<file path="src/hw/flash_erase_pkg.sv">
// package: constants for the flash erase controller (host side)
package flash_erase_pkg;
    // apb register offsets
    localparam logic [11:0] ctrl_offset = 12'h000;
    localparam logic [11:0] addr_offset = 12'h004;
    localparam logic [11:0] data_offset = 12'h008;
    localparam logic [11:0] status_offset = 12'h00c;
    localparam logic [11:0] rdata_offset = 12'h010;
    // ctrl field positions
    localparam int ctrl_cmd_lsb = 0;
    localparam int ctrl_cmd_width = 3;
    localparam int ctrl_go_bit = 4;
    // status field positions
    localparam int status_busy_bit = 0;
    localparam int status_done_bit = 1;
    localparam int status_ready_bit = 2;
    localparam int status_suspended_bit = 3;
    // data status bits inside a status read
    localparam int data_polling_pos = 7;
    localparam int toggle_one_pos = 6;
    localparam int erase_timer_pos = 3;
    localparam int sector_toggle_pos = 2;
    // reset values
    localparam logic [31:0] reg_reset = 32'h0000_0000;
    // command codes
    localparam logic [7:0] suspend_code = 8'hb0;
    localparam logic [7:0] default_unlock1_data = 8'haa;
    localparam logic [7:0] default_unlock2_data = 8'h55;
    localparam logic [7:0] default_setup_code = 8'h80;
    localparam logic [7:0] default_sector_code = 8'h30;
    localparam logic [7:0] default_chip_code = 8'h10;
    localparam logic [7:0] default_resume_code = 8'h30;
    localparam logic [7:0] default_reset_code = 8'hf0;
    localparam logic [7:0] default_autoselect_code = 8'h90;
    localparam logic [19:0] default_unlock1_addr = 20'h00555;
    localparam logic [19:0] default_unlock2_addr = 20'h002aa;
    // timing
    localparam int clk_period_ns = 10;
    localparam int window_ns = 50000;
    localparam int window_cycles = window_ns / clk_period_ns;
    localparam int strobe_ns = 50;
    localparam int strobe_cycles = (strobe_ns + clk_period_ns - 1) / clk_period_ns;
    localparam int pulse_ns = 500;
    localparam int pulse_cycles = (pulse_ns + clk_period_ns - 1) / clk_period_ns;
    // host commands
    typedef enum logic [2:0] {
        op_sector_erase = 3'b000,
        op_chip_erase = 3'b001,
        op_add_sector = 3'b010,
        op_suspend = 3'b011,
        op_resume = 3'b100,
        op_read = 3'b101,
        op_reset_cmd = 3'b110,
        op_autoselect = 3'b111
    } op_t;
endpackage : flash_erase_pkg

</file>
<file path="src/hw/flash_erase_host.sv">
// module: apb controlled host that sequences erase commands to the flash
//
// Added by the designer: register access over APB and the register offsets.
`timescale 1ns/1ns
module flash_erase_host #(
    parameter int window_len = flash_erase_pkg::window_cycles,
    parameter logic [7:0] unlock1_data = flash_erase_pkg::default_unlock1_data,
    parameter logic [7:0] unlock2_data = flash_erase_pkg::default_unlock2_data,
    parameter logic [19:0] unlock1_addr = flash_erase_pkg::default_unlock1_addr,
    parameter logic [19:0] unlock2_addr = flash_erase_pkg::default_unlock2_addr,
    parameter logic [7:0] setup_code = flash_erase_pkg::default_setup_code,
    parameter logic [7:0] sector_code = flash_erase_pkg::default_sector_code,
    parameter logic [7:0] chip_code = flash_erase_pkg::default_chip_code,
    parameter logic [7:0] resume_code = flash_erase_pkg::default_resume_code,
    parameter logic [7:0] reset_code = flash_erase_pkg::default_reset_code,
    parameter logic [7:0] autoselect_code = flash_erase_pkg::default_autoselect_code
) (
    input wire logic pclk,
    input wire logic presetn,
    input wire logic psel,
    input wire logic penable,
    input wire logic pwrite,
    input wire logic [11:0] paddr,
    input wire logic [31:0] pwdata,
    output logic [31:0] prdata,
    output logic pready,
    output logic pslverr,
    output logic [19:0] flash_addr,
    output logic [7:0] dq_out,
    output logic dq_oe,
    input wire logic [7:0] dq_in,
    output logic ce_n,
    output logic we_n,
    output logic oe_n,
    output logic flash_reset_n,
    input wire logic ready_busy_in,
    output logic window_open
);
    import flash_erase_pkg::*;

    typedef enum logic [1:0] {
        st_idle = 2'b00,
        st_write = 2'b01,
        st_wait = 2'b10,
        st_reset = 2'b11
    } state_t;

    state_t state;
    logic [2:0] ctrl_cmd;
    logic [19:0] addr_reg;
    logic [7:0] data_reg;
    logic [7:0] read_value;
    logic [2:0] step;
    logic [2:0] last_step;
    logic busy;
    logic done_flag;
    logic suspended;
    logic is_read;
    logic [31:0] window_count;
    logic [15:0] pulse_count;
    logic cyc_start;
    logic cyc_write;
    logic [19:0] cyc_addr;
    logic [7:0] cyc_data;
    logic [7:0] cyc_rdata;
    logic cyc_done;
    logic wr_access;
    logic go;
    logic ready_sync;

    assign wr_access = psel && penable && pwrite;
    assign go = wr_access && paddr == ctrl_offset && pwdata[ctrl_go_bit] && !busy;
    assign pready = 1'b1;
    assign pslverr = 1'b0;
    assign ready_sync = ready_busy_in;

    // ----------------------------------------
    // register writes
    // ----------------------------------------
    always_ff @(posedge pclk or negedge presetn)
    begin
        if (!presetn)
        begin
            ctrl_cmd <= reg_reset[2:0];
            addr_reg <= reg_reset[19:0];
            data_reg <= reg_reset[7:0];
        end
        else if (wr_access && !busy)
        begin
            if (paddr == ctrl_offset)
                ctrl_cmd <= pwdata[ctrl_cmd_lsb +: ctrl_cmd_width];
            if (paddr == addr_offset)
                addr_reg <= pwdata[19:0];
            if (paddr == data_offset)
                data_reg <= pwdata[7:0];
        end
    end

    // ----------------------------------------
    // register reads
    // ----------------------------------------
    always_comb
    begin
        prdata = 32'h0000_0000;
        unique case (paddr)
            ctrl_offset: prdata = {29'h0, ctrl_cmd};
            addr_offset: prdata = {12'h000, addr_reg};
            data_offset: prdata = {24'h000000, data_reg};
            status_offset: prdata = {28'h0, suspended, ready_sync, done_flag, busy};
            // read back carries data_polling_bit, toggle_bit_one, erase_timer_flag, sector_toggle_bit
            rdata_offset: prdata = {24'h000000, read_value};
            default: prdata = 32'h0000_0000;
        endcase
    end

    // ----------------------------------------
    // command step table
    // ----------------------------------------
    always_comb
    begin
        cyc_write = 1'b1;
        cyc_addr = unlock1_addr;
        cyc_data = unlock1_data;
        unique case (step)
            3'd0: cyc_data = unlock1_data;
            3'd1:
            begin
                cyc_addr = unlock2_addr;
                cyc_data = unlock2_data;
            end
            3'd2: cyc_data = setup_code;
            3'd3: cyc_data = unlock1_data;
            3'd4:
            begin
                cyc_addr = unlock2_addr;
                cyc_data = unlock2_data;
            end
            default:
            begin
                cyc_addr = addr_reg;
                cyc_data = sector_code;
            end
        endcase
        unique case (op_t'(ctrl_cmd))
            op_chip_erase:
                if (step == 3'd5)
                    cyc_data = chip_code;
            op_add_sector:
            begin
                cyc_addr = addr_reg;
                cyc_data = sector_code;
            end
            op_suspend:
            begin
                cyc_addr = addr_reg;
                cyc_data = suspend_code;
            end
            op_resume:
            begin
                cyc_addr = addr_reg;
                cyc_data = resume_code;
            end
            op_read:
            begin
                cyc_write = 1'b0;
                cyc_addr = addr_reg;
            end
            op_reset_cmd:
            begin
                cyc_addr = addr_reg;
                cyc_data = reset_code;
            end
            op_autoselect:
                if (step == 3'd2)
                    cyc_data = autoselect_code;
            default:
                cyc_write = 1'b1;
        endcase
    end

    // ----------------------------------------
    // sequence control
    // ----------------------------------------
    always_ff @(posedge pclk or negedge presetn)
    begin
        if (!presetn)
        begin
            state <= st_idle;
            step <= 3'd0;
            last_step <= 3'd0;
            busy <= 1'b0;
            done_flag <= 1'b0;
            is_read <= 1'b0;
            cyc_start <= 1'b0;
            pulse_count <= 16'h0000;
            flash_reset_n <= 1'b1;
        end
        else
        begin
            cyc_start <= 1'b0;
            unique case (state)
                st_idle:
                    if (go)
                    begin
                        busy <= 1'b1;
                        done_flag <= 1'b0;
                        is_read <= pwdata[2:0] == op_read;
                        unique case (op_t'(pwdata[2:0]))
                            op_sector_erase, op_chip_erase:
                            begin
                                step <= 3'd0;
                                last_step <= 3'd5;
                            end
                            op_autoselect:
                            begin
                                step <= 3'd0;
                                last_step <= 3'd2;
                            end
                            default:
                            begin
                                step <= 3'd5;
                                last_step <= 3'd5;
                            end
                        endcase
                        if (pwdata[2:0] == op_reset_cmd && pwdata[ctrl_go_bit + 1])
                        begin
                            // hardware reset pulse aborts any erase
                            flash_reset_n <= 1'b0;
                            pulse_count <= 16'h0000;
                            state <= st_reset;
                        end
                        else
                        begin
                            cyc_start <= 1'b1;
                            state <= st_write;
                        end
                    end
                st_write:
                    state <= st_wait;
                st_wait:
                    if (cyc_done)
                    begin
                        if (step == last_step)
                        begin
                            busy <= 1'b0;
                            done_flag <= 1'b1;
                            state <= st_idle;
                        end
                        else
                        begin
                            step <= step + 3'd1;
                            cyc_start <= 1'b1;
                            state <= st_write;
                        end
                    end
                st_reset:
                begin
                    pulse_count <= pulse_count + 16'h0001;
                    if (pulse_count == 16'(pulse_cycles - 1))
                    begin
                        flash_reset_n <= 1'b1;
                        busy <= 1'b0;
                        done_flag <= 1'b1;
                        state <= st_idle;
                    end
                end
            endcase
        end
    end

    // ----------------------------------------
    // read capture and suspend tracking
    // ----------------------------------------
    always_ff @(posedge pclk or negedge presetn)
    begin
        if (!presetn)
        begin
            read_value <= 8'h00;
            suspended <= 1'b0;
        end
        else if (state == st_wait && cyc_done)
        begin
            if (is_read)
                read_value <= cyc_rdata;
            if (ctrl_cmd == op_suspend)
                suspended <= 1'b1;
            else if (ctrl_cmd == op_resume || ctrl_cmd == op_reset_cmd)
                suspended <= 1'b0;
        end
        else if (state == st_reset)
            suspended <= 1'b0;
    end

    // ----------------------------------------
    // sector loading window: host must keep extra writes inside it
    // ----------------------------------------
    always_ff @(posedge pclk or negedge presetn)
    begin
        if (!presetn)
            window_count <= 32'h0;
        else if (state == st_wait && cyc_done && step == 3'd5 &&
                 (ctrl_cmd == op_sector_erase || ctrl_cmd == op_add_sector))
            window_count <= 32'(window_len);
        else if (state == st_wait && cyc_done && ctrl_cmd != op_read)
            window_count <= 32'h0;
        else if (state == st_reset)
            window_count <= 32'h0;
        else if (window_count != 32'h0)
            window_count <= window_count - 32'h1;
    end

    // software masks its interrupts while this is high
    assign window_open = window_count != 32'h0;

    flash_bus_cycle #(
        .strobe_len(strobe_cycles)
    ) u_cycle (
        .pclk(pclk),
        .presetn(presetn),
        .start(cyc_start),
        .write(cyc_write),
        .addr(cyc_addr),
        .wdata(cyc_data),
        .dq_in(dq_in),
        .flash_addr(flash_addr),
        .dq_out(dq_out),
        .dq_oe(dq_oe),
        .ce_n(ce_n),
        .we_n(we_n),
        .oe_n(oe_n),
        .rdata(cyc_rdata),
        .done(cyc_done)
    );
endmodule : flash_erase_host

</file>
<file path="src/hw/flash_bus_cycle.sv">
// module: one asynchronous write or read cycle on the flash pins
`timescale 1ns/1ns
module flash_bus_cycle #(
    parameter int strobe_len = 5
) (
    input wire logic pclk,
    input wire logic presetn,
    input wire logic start,
    input wire logic write,
    input wire logic [19:0] addr,
    input wire logic [7:0] wdata,
    input wire logic [7:0] dq_in,
    output logic [19:0] flash_addr,
    output logic [7:0] dq_out,
    output logic dq_oe,
    output logic ce_n,
    output logic we_n,
    output logic oe_n,
    output logic [7:0] rdata,
    output logic done
);
    logic [15:0] count;
    logic active;
    logic is_write;

    // ----------------------------------------
    // strobe timing
    // ----------------------------------------
    always_ff @(posedge pclk or negedge presetn)
    begin
        if (!presetn)
        begin
            active <= 1'b0;
            count <= 16'h0000;
            is_write <= 1'b0;
            flash_addr <= 20'h00000;
            dq_out <= 8'h00;
            dq_oe <= 1'b0;
            ce_n <= 1'b1;
            we_n <= 1'b1;
            oe_n <= 1'b1;
            rdata <= 8'h00;
            done <= 1'b0;
        end
        else
        begin
            done <= 1'b0;
            if (!active && start)
            begin
                active <= 1'b1;
                count <= 16'h0000;
                is_write <= write;
                flash_addr <= addr;
                dq_out <= wdata;
                dq_oe <= write;
                ce_n <= 1'b0;
                we_n <= !write;
                oe_n <= write;
            end
            else if (active)
            begin
                count <= count + 16'h0001;
                if (count == 16'(strobe_len - 1))
                begin
                    // write data latches on this rising we_n edge
                    we_n <= 1'b1;
                    oe_n <= 1'b1;
                    if (!is_write)
                        rdata <= dq_in;
                end
                else if (count == 16'(strobe_len))
                begin
                    ce_n <= 1'b1;
                    dq_oe <= 1'b0;
                    active <= 1'b0;
                    done <= 1'b1;
                end
            end
        end
    end
endmodule : flash_bus_cycle

</file>
<file path="config.mk">
export PLATFORM = sky130hd
export DESIGN_NAME = flash_erase_host
export DESIGN_NICKNAME = d
export VERILOG_FILES = /design/src/hw/flash_erase_pkg.sv /design/src/hw/flash_erase_host.sv /design/src/hw/flash_bus_cycle.sv
export SDC_FILE = /design/constraint.sdc
export NUM_CORES = 1
export LEC_CHECK = 0
export BUFFER_PORTS_ARGS = -buffer_cell sky130_fd_sc_hd__buf_2
export CAP_MARGIN = 0
export CORE_MARGIN = 2
export CORE_UTILIZATION = 40
export CTS_CLUSTER_SIZE = 28
export DETAILED_ROUTE_END_ITERATION = 12
export GPL_TIMING_DRIVEN = 0
export PLACE_DENSITY = 0.61
export SKIP_LAST_GASP = 1
export SYNTH_ARGS = -nofsm -noshare
export SYNTH_HDL_FRONTEND = slang
export SYNTH_SLANG_ARGS = --single-unit
</file>
<file path="constraint.sdc">
create_clock -name pclk -period 2.9 [get_ports pclk]
set_input_delay 0.29 -clock pclk [delete_from_list [all_inputs] [get_ports pclk]]
set_output_delay 0.29 -clock pclk [all_outputs]
set_load 0.02 [all_outputs]
</file>
==> flow_summary.ini, run 1 <==
[status]
status = finished clean

[cells_and_area]
antenna_cells = 0
layout.cells.non_filler = 1174
final_cell_mix = dfrtp_1, buf_2, nand2_1
multi_input_area_mm2 = 0.00371
fillers = 1855
largest_reg_flops = 32
drive_gt1_frac = 0.254
area_growth_pct = 19.4
layout_commonest_cell = dfrtp_1
regArea_mm2 = 0.00393
stdcell_area_mm2 = 0.00945
layout.nets = 965

[clock_tree]
clock-sinks = 157
clk_pin_slew_ps = 70
clk_latency_ps = 430
cts_tree = built
cts_root_buffer = clkbuf_16
cts_made_buffers = 17
cts.path.max_buffers = 2
htree_levels = 4

[timing]
slew_violations = 0
skew_ps = 9.49
finalHoldViolCount = 0
tightest_slew_ps = 644
fmax_ghz = 0.358
post-route-min-period_ps = 2790
setup_violations = 0
grt_setup_unrepaired = true
fin_ws_ps = 109
maxSlewHeadroom = 0.571
post-route-period-util = 0.962

[synthesis]
synthDistinctLibCells = 66
synth_flop_cell = dfrtp_1
yosysTopAreaCell = dfrtp_1
yosysTopAreaCellShare = 0.484
postSynthAreaPerCell_um2 = 10.3
yosysSeqAreaShare = 0.497
synth_edf_count = 0
postSynthRegisterBits = 157
synthTopCellsByArea = dfrtp_1, mux2_2, nand2_1
synthArstFlopShare = 1.00
synth_area_mm2 = 0.00792
yosysWarningCount = 0
syn_inst = 765

[routing]
vias_per_cell = 5.16
wl_met1_um = 8470
drt_iter0_markers = 332
dr.pass1.iters = 4
num_vias = 6058
dr_wl_met3_um = 728
highest_layer = met4
drc = 0
ant_nets = 0
wirelength_um = 18000
avgRoutedWirePerCell_um = 15.3
wl_met2_um = 8640

[min_path]
worstHoldPathCells = 2
whs_endpoint = u_cycle.rdata[5]$_DFFE_PN0P_
min_path_type = in2reg
min_from = dq_in[5]

[power_and_ir_drop]
p_total_uw = 9350
static-leakage-power_uw = 0.00469
p_per_area_mw_per_mm2 = 989
ir_drop_uv = 814

[placement]
preCtsSetupSlack_ps = -24.5
dpl.cell_count = 1140
port_buffers = 97
gp_congestion = 0.806
dp_hpwl_um = 12800
place_area_mm2 = 0.00882

[grt]
antenna_found_initial = 0
grt-ovfl-total = 0
grt_usage = 0.181
grt_pass1_vias = 5822
grt_pass1_wl_um = 29700
grt_max_degree = 116

[setup_path]
crit_family = simple AND/OR/NAND/NOR gates
slowest_stage = or4_4
start_kind = register
crit_arrival_ps = 2500
r2r_cells = 5
reg2reg_setup_slack_ps = 310
cp_max_fo = 10
cp_num_buf_inv = 2
worstReg2RegStart = window_count[0]$_DFFE_PN0P_
crit_required_ps = 2610
cpPeakStageDelay_ps = 550
reg2reg_to = window_count[15]$_DFFE_PN0P_
path_cells = or4_4 > nor2_1 > nand4_1 > clkbuf_1 > buf_2
crit_type = reg2out
end_kind = primary output

[die]
core_mm2 = 0.0195
die_w_um = 145
start_util = 0.407
die_area_mm2 = 0.0209
num_rows = 51
die_h_um = 145
io_pins = 126

[job]
maxCapViolCount = 0
## worst max-delay path by stage
stage / to / slack, ps / start / cells after the start
2_1_floorplan: prdata[3] / 540 / paddr[7] / 6
3_3_place_gp: u_cycle.count[11]$_DFFE_PN0P_ / -940 / presetn / 1
3_5_place_dp: prdata[10] / -20 / paddr[7] / 8
4_1_cts: window_open / -50 / window_count[0]$_DFFE_PN0P_ / 8
5_1_grt: window_open / -70 / window_count[0]$_DFFE_PN0P_ / 7
6_report: window_open / 110 / window_count[12]$_DFFE_PN0P_ / 5
## cell type report
class | instances | area share
clock buffers | 19 | 0.0469
plain buffers | 49 | 0.0277
flip-flops and latches | 157 | 0.416
repair buffers | 101 | 0.0580
well taps | 265 | 0.0351
clock inverters | 13 | 0.0139
multi-input cells | 545 | 0.393
inverters | 25 | 0.00993
## synth_stat cells (all sizes together) (12+ instances only)
cell and number:
a21oi 32, a22o 13, and2 17, buf 22, clkbuf 28, dfrtp 153
inv 25, mux2 50, mux2i 22, nand2 71, nand3 19, nand4 12
nor2 62, nor3 18, nor4 15, o21ai 25, o31ai 12, or4 15
xnor2 15, xor2 14
## what timing repair did
| action | CTS | global route |
|---|---|---|
| gates cloned | 0 | 0 |
| hold buffers | 1 | 0 |
| setup endpoints to repair | 14 | 8 |
| gates resized for setup | 3 | 6 |
| pin swaps | 0 | 1 |
| setup buffers | 0 | 2 |
| hold endpoints to repair | 42 | 0 |
## routing by layer
layer / GRT usage / vias to the layer above
met5: 0 / -
met4: 0.0439 / 0
met3: 0.0405 / 15
met2: 0.290 / 103
met1: 0.250 / 2936
li1: - / 3004
## cell families after synthesis
kind of cell,share of synthesized area
compound gates,0.113
xor+xnor,0.0321
fa+ha+maj,0.0174
buf+inv,0.0449
flops,0.497
mux,0.0989
other cells,0.000949
simple gates,0.196
## metrics by stage
step	hold slack (ps)	util	TNS (ps)
after floorplan	-5.59	-	0
after global placement	460	0.451	-141960
after detailed placement	200	0.453	-90.0
after CTS	71.9	0.484	-47.7
after global routing	66.3	0.486	-69.7
final	91.5	0.486	0
## worst register-to-register path, cell delays in order, from the launching register on
cell and delay, ps:
dfrtp_1 420, nor4_1 570, nand3_1 370, or3_2 570, or3_2 430, a21oi_1 150
## power breakdown
| group | switching (uW) | internal, uW |
|---|---|---|
| combinational | 2630 | 1980 |
| clock | 950 | 1230 |
| sequential | 191 | 2370 |
Power figures use the tool's default switching activity.
==> run 2, diff against run 1 <==
- PLACE_DENSITY: 0.61 -> 0.6
- SYNTH_HIERARCHICAL: not set -> 1
==> run 2 against run 1 <==
  * Maximum frequency grew 5.5%
  * Core utilization shrank 0.32 points
  * Clock power is essentially flat
  * Setup slack gained 140 ps
  * Combinational power down 97%
  * Via count is 4.4% higher
  * Largest cell class is now multi-input combinational cells
  * First-iteration DRC count rose by 7.5%
  * Final area rose by 3.9%
==> flow_summary.ini, run 2 <==
[status]
status = finished clean

[cells_and_area]
drive_gt1_frac = 0.243
largest_reg_flops = 32
antenna_cells = 0
layout.cells.non_filler = 1249
area_growth_pct = 17.9
fillers = 1894
layout.nets = 1035
final_cell_mix = nand2_1, dfrtp_1, buf_2
layout_commonest_cell = nand2_1

[timing]
finalHoldViolCount = 0
post-route-min-period_ps = 2650
skew_ps = 13.6
tightest_slew_ps = 934
hold_slack_ps = 85.0
grt_setup_unrepaired = false
fin_ws_ps = 254
setup_violations = 0
slew_violations = 0
setup_tns_ps = 0
post-route-period-util = 0.912
maxSlewHeadroom = 0.372
fmax_ghz = 0.378

[synthesis]
synth_flop_cell = dfrtp_1
yosysTopAreaCellShare = 0.465
synthArstFlopShare = 1.00
synthDistinctLibCells = 72
yosysSeqAreaShare = 0.478
synth_area_mm2 = 0.00834
postSynthRegisterBits = 159
yosysTopAreaCell = dfrtp_1
synth_edf_count = 0
syn_inst = 836
ys_top_cells_by_count = nand2_1, dfrtp_1, nor2_1
yosysWarningCount = 6
post-synth-top-count-cell = nand2_1
postSynthAreaPerCell_um2 = 9.97
synthTopCellsByArea = dfrtp_1, nand2_1, mux2_4

[die]
start_util = 0.409
die_h_um = 148
io_pins = 126
core_mm2 = 0.0204
die_area_mm2 = 0.0220
die_w_um = 148
num_rows = 52

[placement]
dpl.cell_count = 1216
dp_hpwl_um = 13700
preCtsSetupSlack_ps = 227
port_buffers = 97
gp_congestion = 0.808

[power_and_ir_drop]
ir_drop_uv = 413
static-leakage-power_uw = 0.00513
p_total_uw = 4550
p_per_area_mw_per_mm2 = 463

[grt]
grt_pass1_vias = 6206
antenna_found_initial = 0
grt_max_degree = 83
grt_usage = 0.182
grt-ovfl-total = 0
grt_pass1_wl_um = 32100
grt-busiest-layer = met2
grtUsageMet3 = 0.0466
use_met1 = 0.250
use_met2 = 0.291

[setup_path]
crit_type = in2out
crit_arrival_ps = 2360
end_kind = primary output
crit_required_ps = 2610
start_kind = primary input
cp_max_fo = 10

[clock_tree]
cts_tree = built
clk_latency_ps = 430
clk_pin_slew_ps = 70
cts.path.max_buffers = 2
hold_buffers = 1
htree_levels = 4
clock-sinks = 159
cts_made_buffers = 17
cts_root_buffer = clkbuf_16
post_cts_buffers = 0
cts-resized-gates = 0

[routing]
wirelength_um = 19400
vias_per_cell = 5.06
drt_iter0_markers = 357
avgRoutedWirePerCell_um = 15.5
num_vias = 6324
ant_nets = 0
dr.pass1.iters = 5
drc = 0

[min_path]
min_path_type = in2reg

[job]
maxCapViolCount = 0
-- run 2: changes by cell type in the layout (fill, tap and decap cells not counted), sizes merged, moves of 5 or more --
| cell | change |
|---|---|
| nand2 | +92 |
| nor2b | +12 |
| or4 | -11 |
| or3 | +7 |
| a22o | -6 |
| clkbuf | -6 |
| a221o | -5 |
| inv | -5 |
| o31ai | -5 |
-- run 2: routing by layer --
metal	vias up	wire length [um]
met2	131	8990
met4	0	197
met1	3030	9280
met3	16	948
met5	-	0
li1	3147	-
-- run 2: cell families (layout without fill, tap and decap cells) --
family,count (synthesis),in the layout,share of synthesized area
xor gates and xnor gates,27,27,0.0284
adders and majority gates,11,11,0.0165
buffers and inverters,64,195,0.0411
AOI/OAI and AO/OA,110,110,0.0866
muxes,68,68,0.102
other,2,14,0.000901
DFF,159,159,0.478
and+or+nand+nor,395,395,0.247
-- run 2: per-stage QoR --
| step | util | area [um^2] |
|---|---|---|
| floorplan | - | 8380 |
| global placement | 0.452 | 9200 |
| detailed placement | 0.454 | 9240 |
| CTS | 0.483 | 9830 |
| global route | 0.483 | 9830 |
| finish | 0.483 | 9830 |
-- run 2: cell type report --
type                       instances  area (um^2)  area share
multi-input combinational        625         4050       0.413
sequential                       159         3980       0.405
timing repair buffer              99          533      0.0542
clock buffer                      18          429      0.0437
tap                              270          338      0.0344
buffer                            47          279      0.0284
clock inverter                    14          146      0.0149
inverter                          17         63.8     0.00649
-- run 2: path summary, 6_finish.rpt --
check,from,endpoint,slack [ps],depth (start not counted)
worst max-delay path,paddr[4],prdata[14],250,7
worst min-delay path,dq_in[5],u_cycle/rdata[5]$_DFFE_PN0P_,90,2
worst max register to register,busy$_DFFE_PN0P_,pulse_count[5]$_DFFE_PN0P_,520,6
worst min register to register,u_cycle/dq_out[7]$_DFFE_PN0P_,u_cycle/dq_out[7]$_DFFE_PN0P_,470,2
max in group asynchronous,presetn,u_cycle/ce_n$_DFFE_PN1P_,1650,3
min in group asynchronous,presetn,pulse_count[7]$_DFFE_PN0P_,440,2
-- run 2: where the power goes --
part / switching [uW] / internal (uW) / total [uW] / leakage, uW
logic: 90.4 / 48.0 / 138 / 0.00268
clock network: 1040 / 1150 / 2190 / 0.000280
registers: 0.410 / 2220 / 2220 / 0.00217
-- run 2: worst max-delay path, stage by stage --
cell,delay (ps)
buf_2,170
nor4_4,320
nand2_2,150
nor3_1,670
clkbuf_1,390
and2_1,190
buf_2,160
==> run 3, diff against run 2 <==
- CELL_PAD_IN_SITES_DETAIL_PLACEMENT: not set -> 2
- CELL_PAD_IN_SITES_GLOBAL_PLACEMENT: not set -> 2
- CORE_UTILIZATION: 40 -> 36
- GPL_TIMING_DRIVEN: 0 -> not set
- PLACE_DENSITY: 0.6 -> 0.81
==> run 3 against run 2 <==
  * Clock-buffer cell count is the same
  * Largest power group is now the clock network
  * Sequential share of layout area increased by 0.49 points
  * Power increased by 3.8%
  * Flip-flop and latch count did not move
  * Critical path type unchanged
  * Combinational power shrank 3%
  * Critical path depth unchanged
  * Clock power rose by 8%
  * Critical endpoint is now prdata[4]
==> flow_summary.ini, run 3 (synthesis results as in run 2) <==
[die]
start_util = 0.367
core_mm2 = 0.0227
die_w_um = 156
num_rows = 55
die_area_mm2 = 0.0244
die_h_um = 156
io_pins = 126

[grt]
antenna_found_initial = 0
grt_usage = 0.224
grt-ovfl-total = 0
grt_pass1_wl_um = 42700
grt_max_degree = 59
grt_pass1_vias = 7674

[clock_tree]
cts.path.max_buffers = 2
clock-sinks = 159
htree_levels = 4
cts_root_buffer = clkbuf_16
cts-resized-gates = 0
cts_tree = built
cts_made_buffers = 17
clk_pin_slew_ps = 80
clk_latency_ps = 450

[timing]
setup_violations = 0
maxSlewHeadroom = 0.342
setup_tns_ps = 0
tightest_slew_ps = 986
grt_setup_unrepaired = false
slew_violations = 0
finalHoldViolCount = 0
fmax_ghz = 0.421
post-route-min-period_ps = 2370
post-route-period-util = 0.819
skew_ps = 11.9

[status]
status = finished clean

[cells_and_area]
final_cell_mix = nand2_1, dfrtp_1, buf_2
largest_reg_flops = 32
drive_gt1_frac = 0.247
area_growth_pct = 16.5
layout_commonest_cell = nand2_1
antenna_cells = 0
fin_util = 0.428
layout.nets = 1005

[routing]
num_vias = 6783
drc = 0
drt_iter0_markers = 320
vias_per_cell = 5.50
dr.pass1.iters = 5
wirelength_um = 26300
ant_nets = 0
avgRoutedWirePerCell_um = 21.3

[placement]
dp_hpwl_um = 17100
port_buffers = 99
gp_congestion = 0.771

[setup_path]
start_kind = primary input
crit_required_ps = 2610
path_cells = buf_2 > nor2_1 > nand3_1 > nor3_1 > a222oi_1 > inv_1 > buf_2
cp_num_buf_inv = 3
cp_max_fo = 7
cp_common_cell = buf_2
slowest_stage = nor3_1
crit_arrival_ps = 2080
end_kind = primary output
crit_family = simple AND/OR/NAND/NOR gates
cpPeakStageDelay_ps = 640
crit_type = in2out

[power_and_ir_drop]
p_total_uw = 4720
p_per_area_mw_per_mm2 = 486
ir_drop_uv = 289
static-leakage-power_uw = 0.00507

[job]
maxCapViolCount = 0

[min_path]
min_path_type = in2reg
-- run 3: final cells by class --
type                       count  area (um^2)
sequential                   159         3980
fill                        2455        13000
clock inverter                14          163
timing repair buffer         116          644
inverter                      17         63.8
clock buffer                  18          439
tap                          285          357
multi-input combinational    625         4060
-- run 3: where the power goes --
group / switching [uW] / internal [uW] / total, uW
registers: 0.703 / 2220 / 2220
clock network: 1110 / 1260 / 2370
logic: 98.7 / 35.8 / 134
-- run 3: final timing paths --
kind / cells past startpoint / to / start / slack [ps]
worst max-delay path: 7 / prdata[4] / paddr[1] / 530
worst min register to register: 2 / u_cycle/is_write$_DFFE_PN0P_ / u_cycle/is_write$_DFFE_PN0P_ / 480
min in group asynchronous: 2 / pulse_count[10]$_DFFE_PN0P_ / presetn / 400
max in group asynchronous: 3 / u_cycle/ce_n$_DFFE_PN1P_ / presetn / 1690
worst max register to register: 7 / window_count[28]$_DFFE_PN0P_ / window_count[0]$_DFFE_PN0P_ / 590
worst min-delay path: 2 / addr_reg[10]$_DFFE_PN0P_ / pwdata[10] / 70
-- run 3: timing repair --
action / in CTS / in global routing
endpoints found under the hold margin: 52 / 0
hold buffers: 1 / 0
buffers inserted: 0 / 0
-- run 3: per-stage QoR --
| step | cell area [um^2] | hold WS (ps) | setup slack (ps) | std cells |
|---|---|---|---|---|
| 6_report | 9710 | 68.7 | 526 | 1234 |
| 2_1_floorplan | 8380 | -5.59 | 876 | 848 |
| 3_3_place_gp | 9100 | 303 | 662 | 1201 |
| 5_1_grt | 9710 | 65.5 | 279 | 1234 |
| 4_1_cts | 9710 | 59.2 | 500 | 1234 |
| 3_5_place_dp | 9100 | 306 | 624 | 1201 |
-- run 3: routing by layer --
metal / track usage / vias up / part of all wire
met5: 0 / - / 0
met1: 0.283 / 3539 / 0.43
met4: 0.0546 / 0 / 0.013
met3: 0.0461 / 25 / 0.039
met2: 0.395 / 134 / 0.51
li1: - / 3085 / -
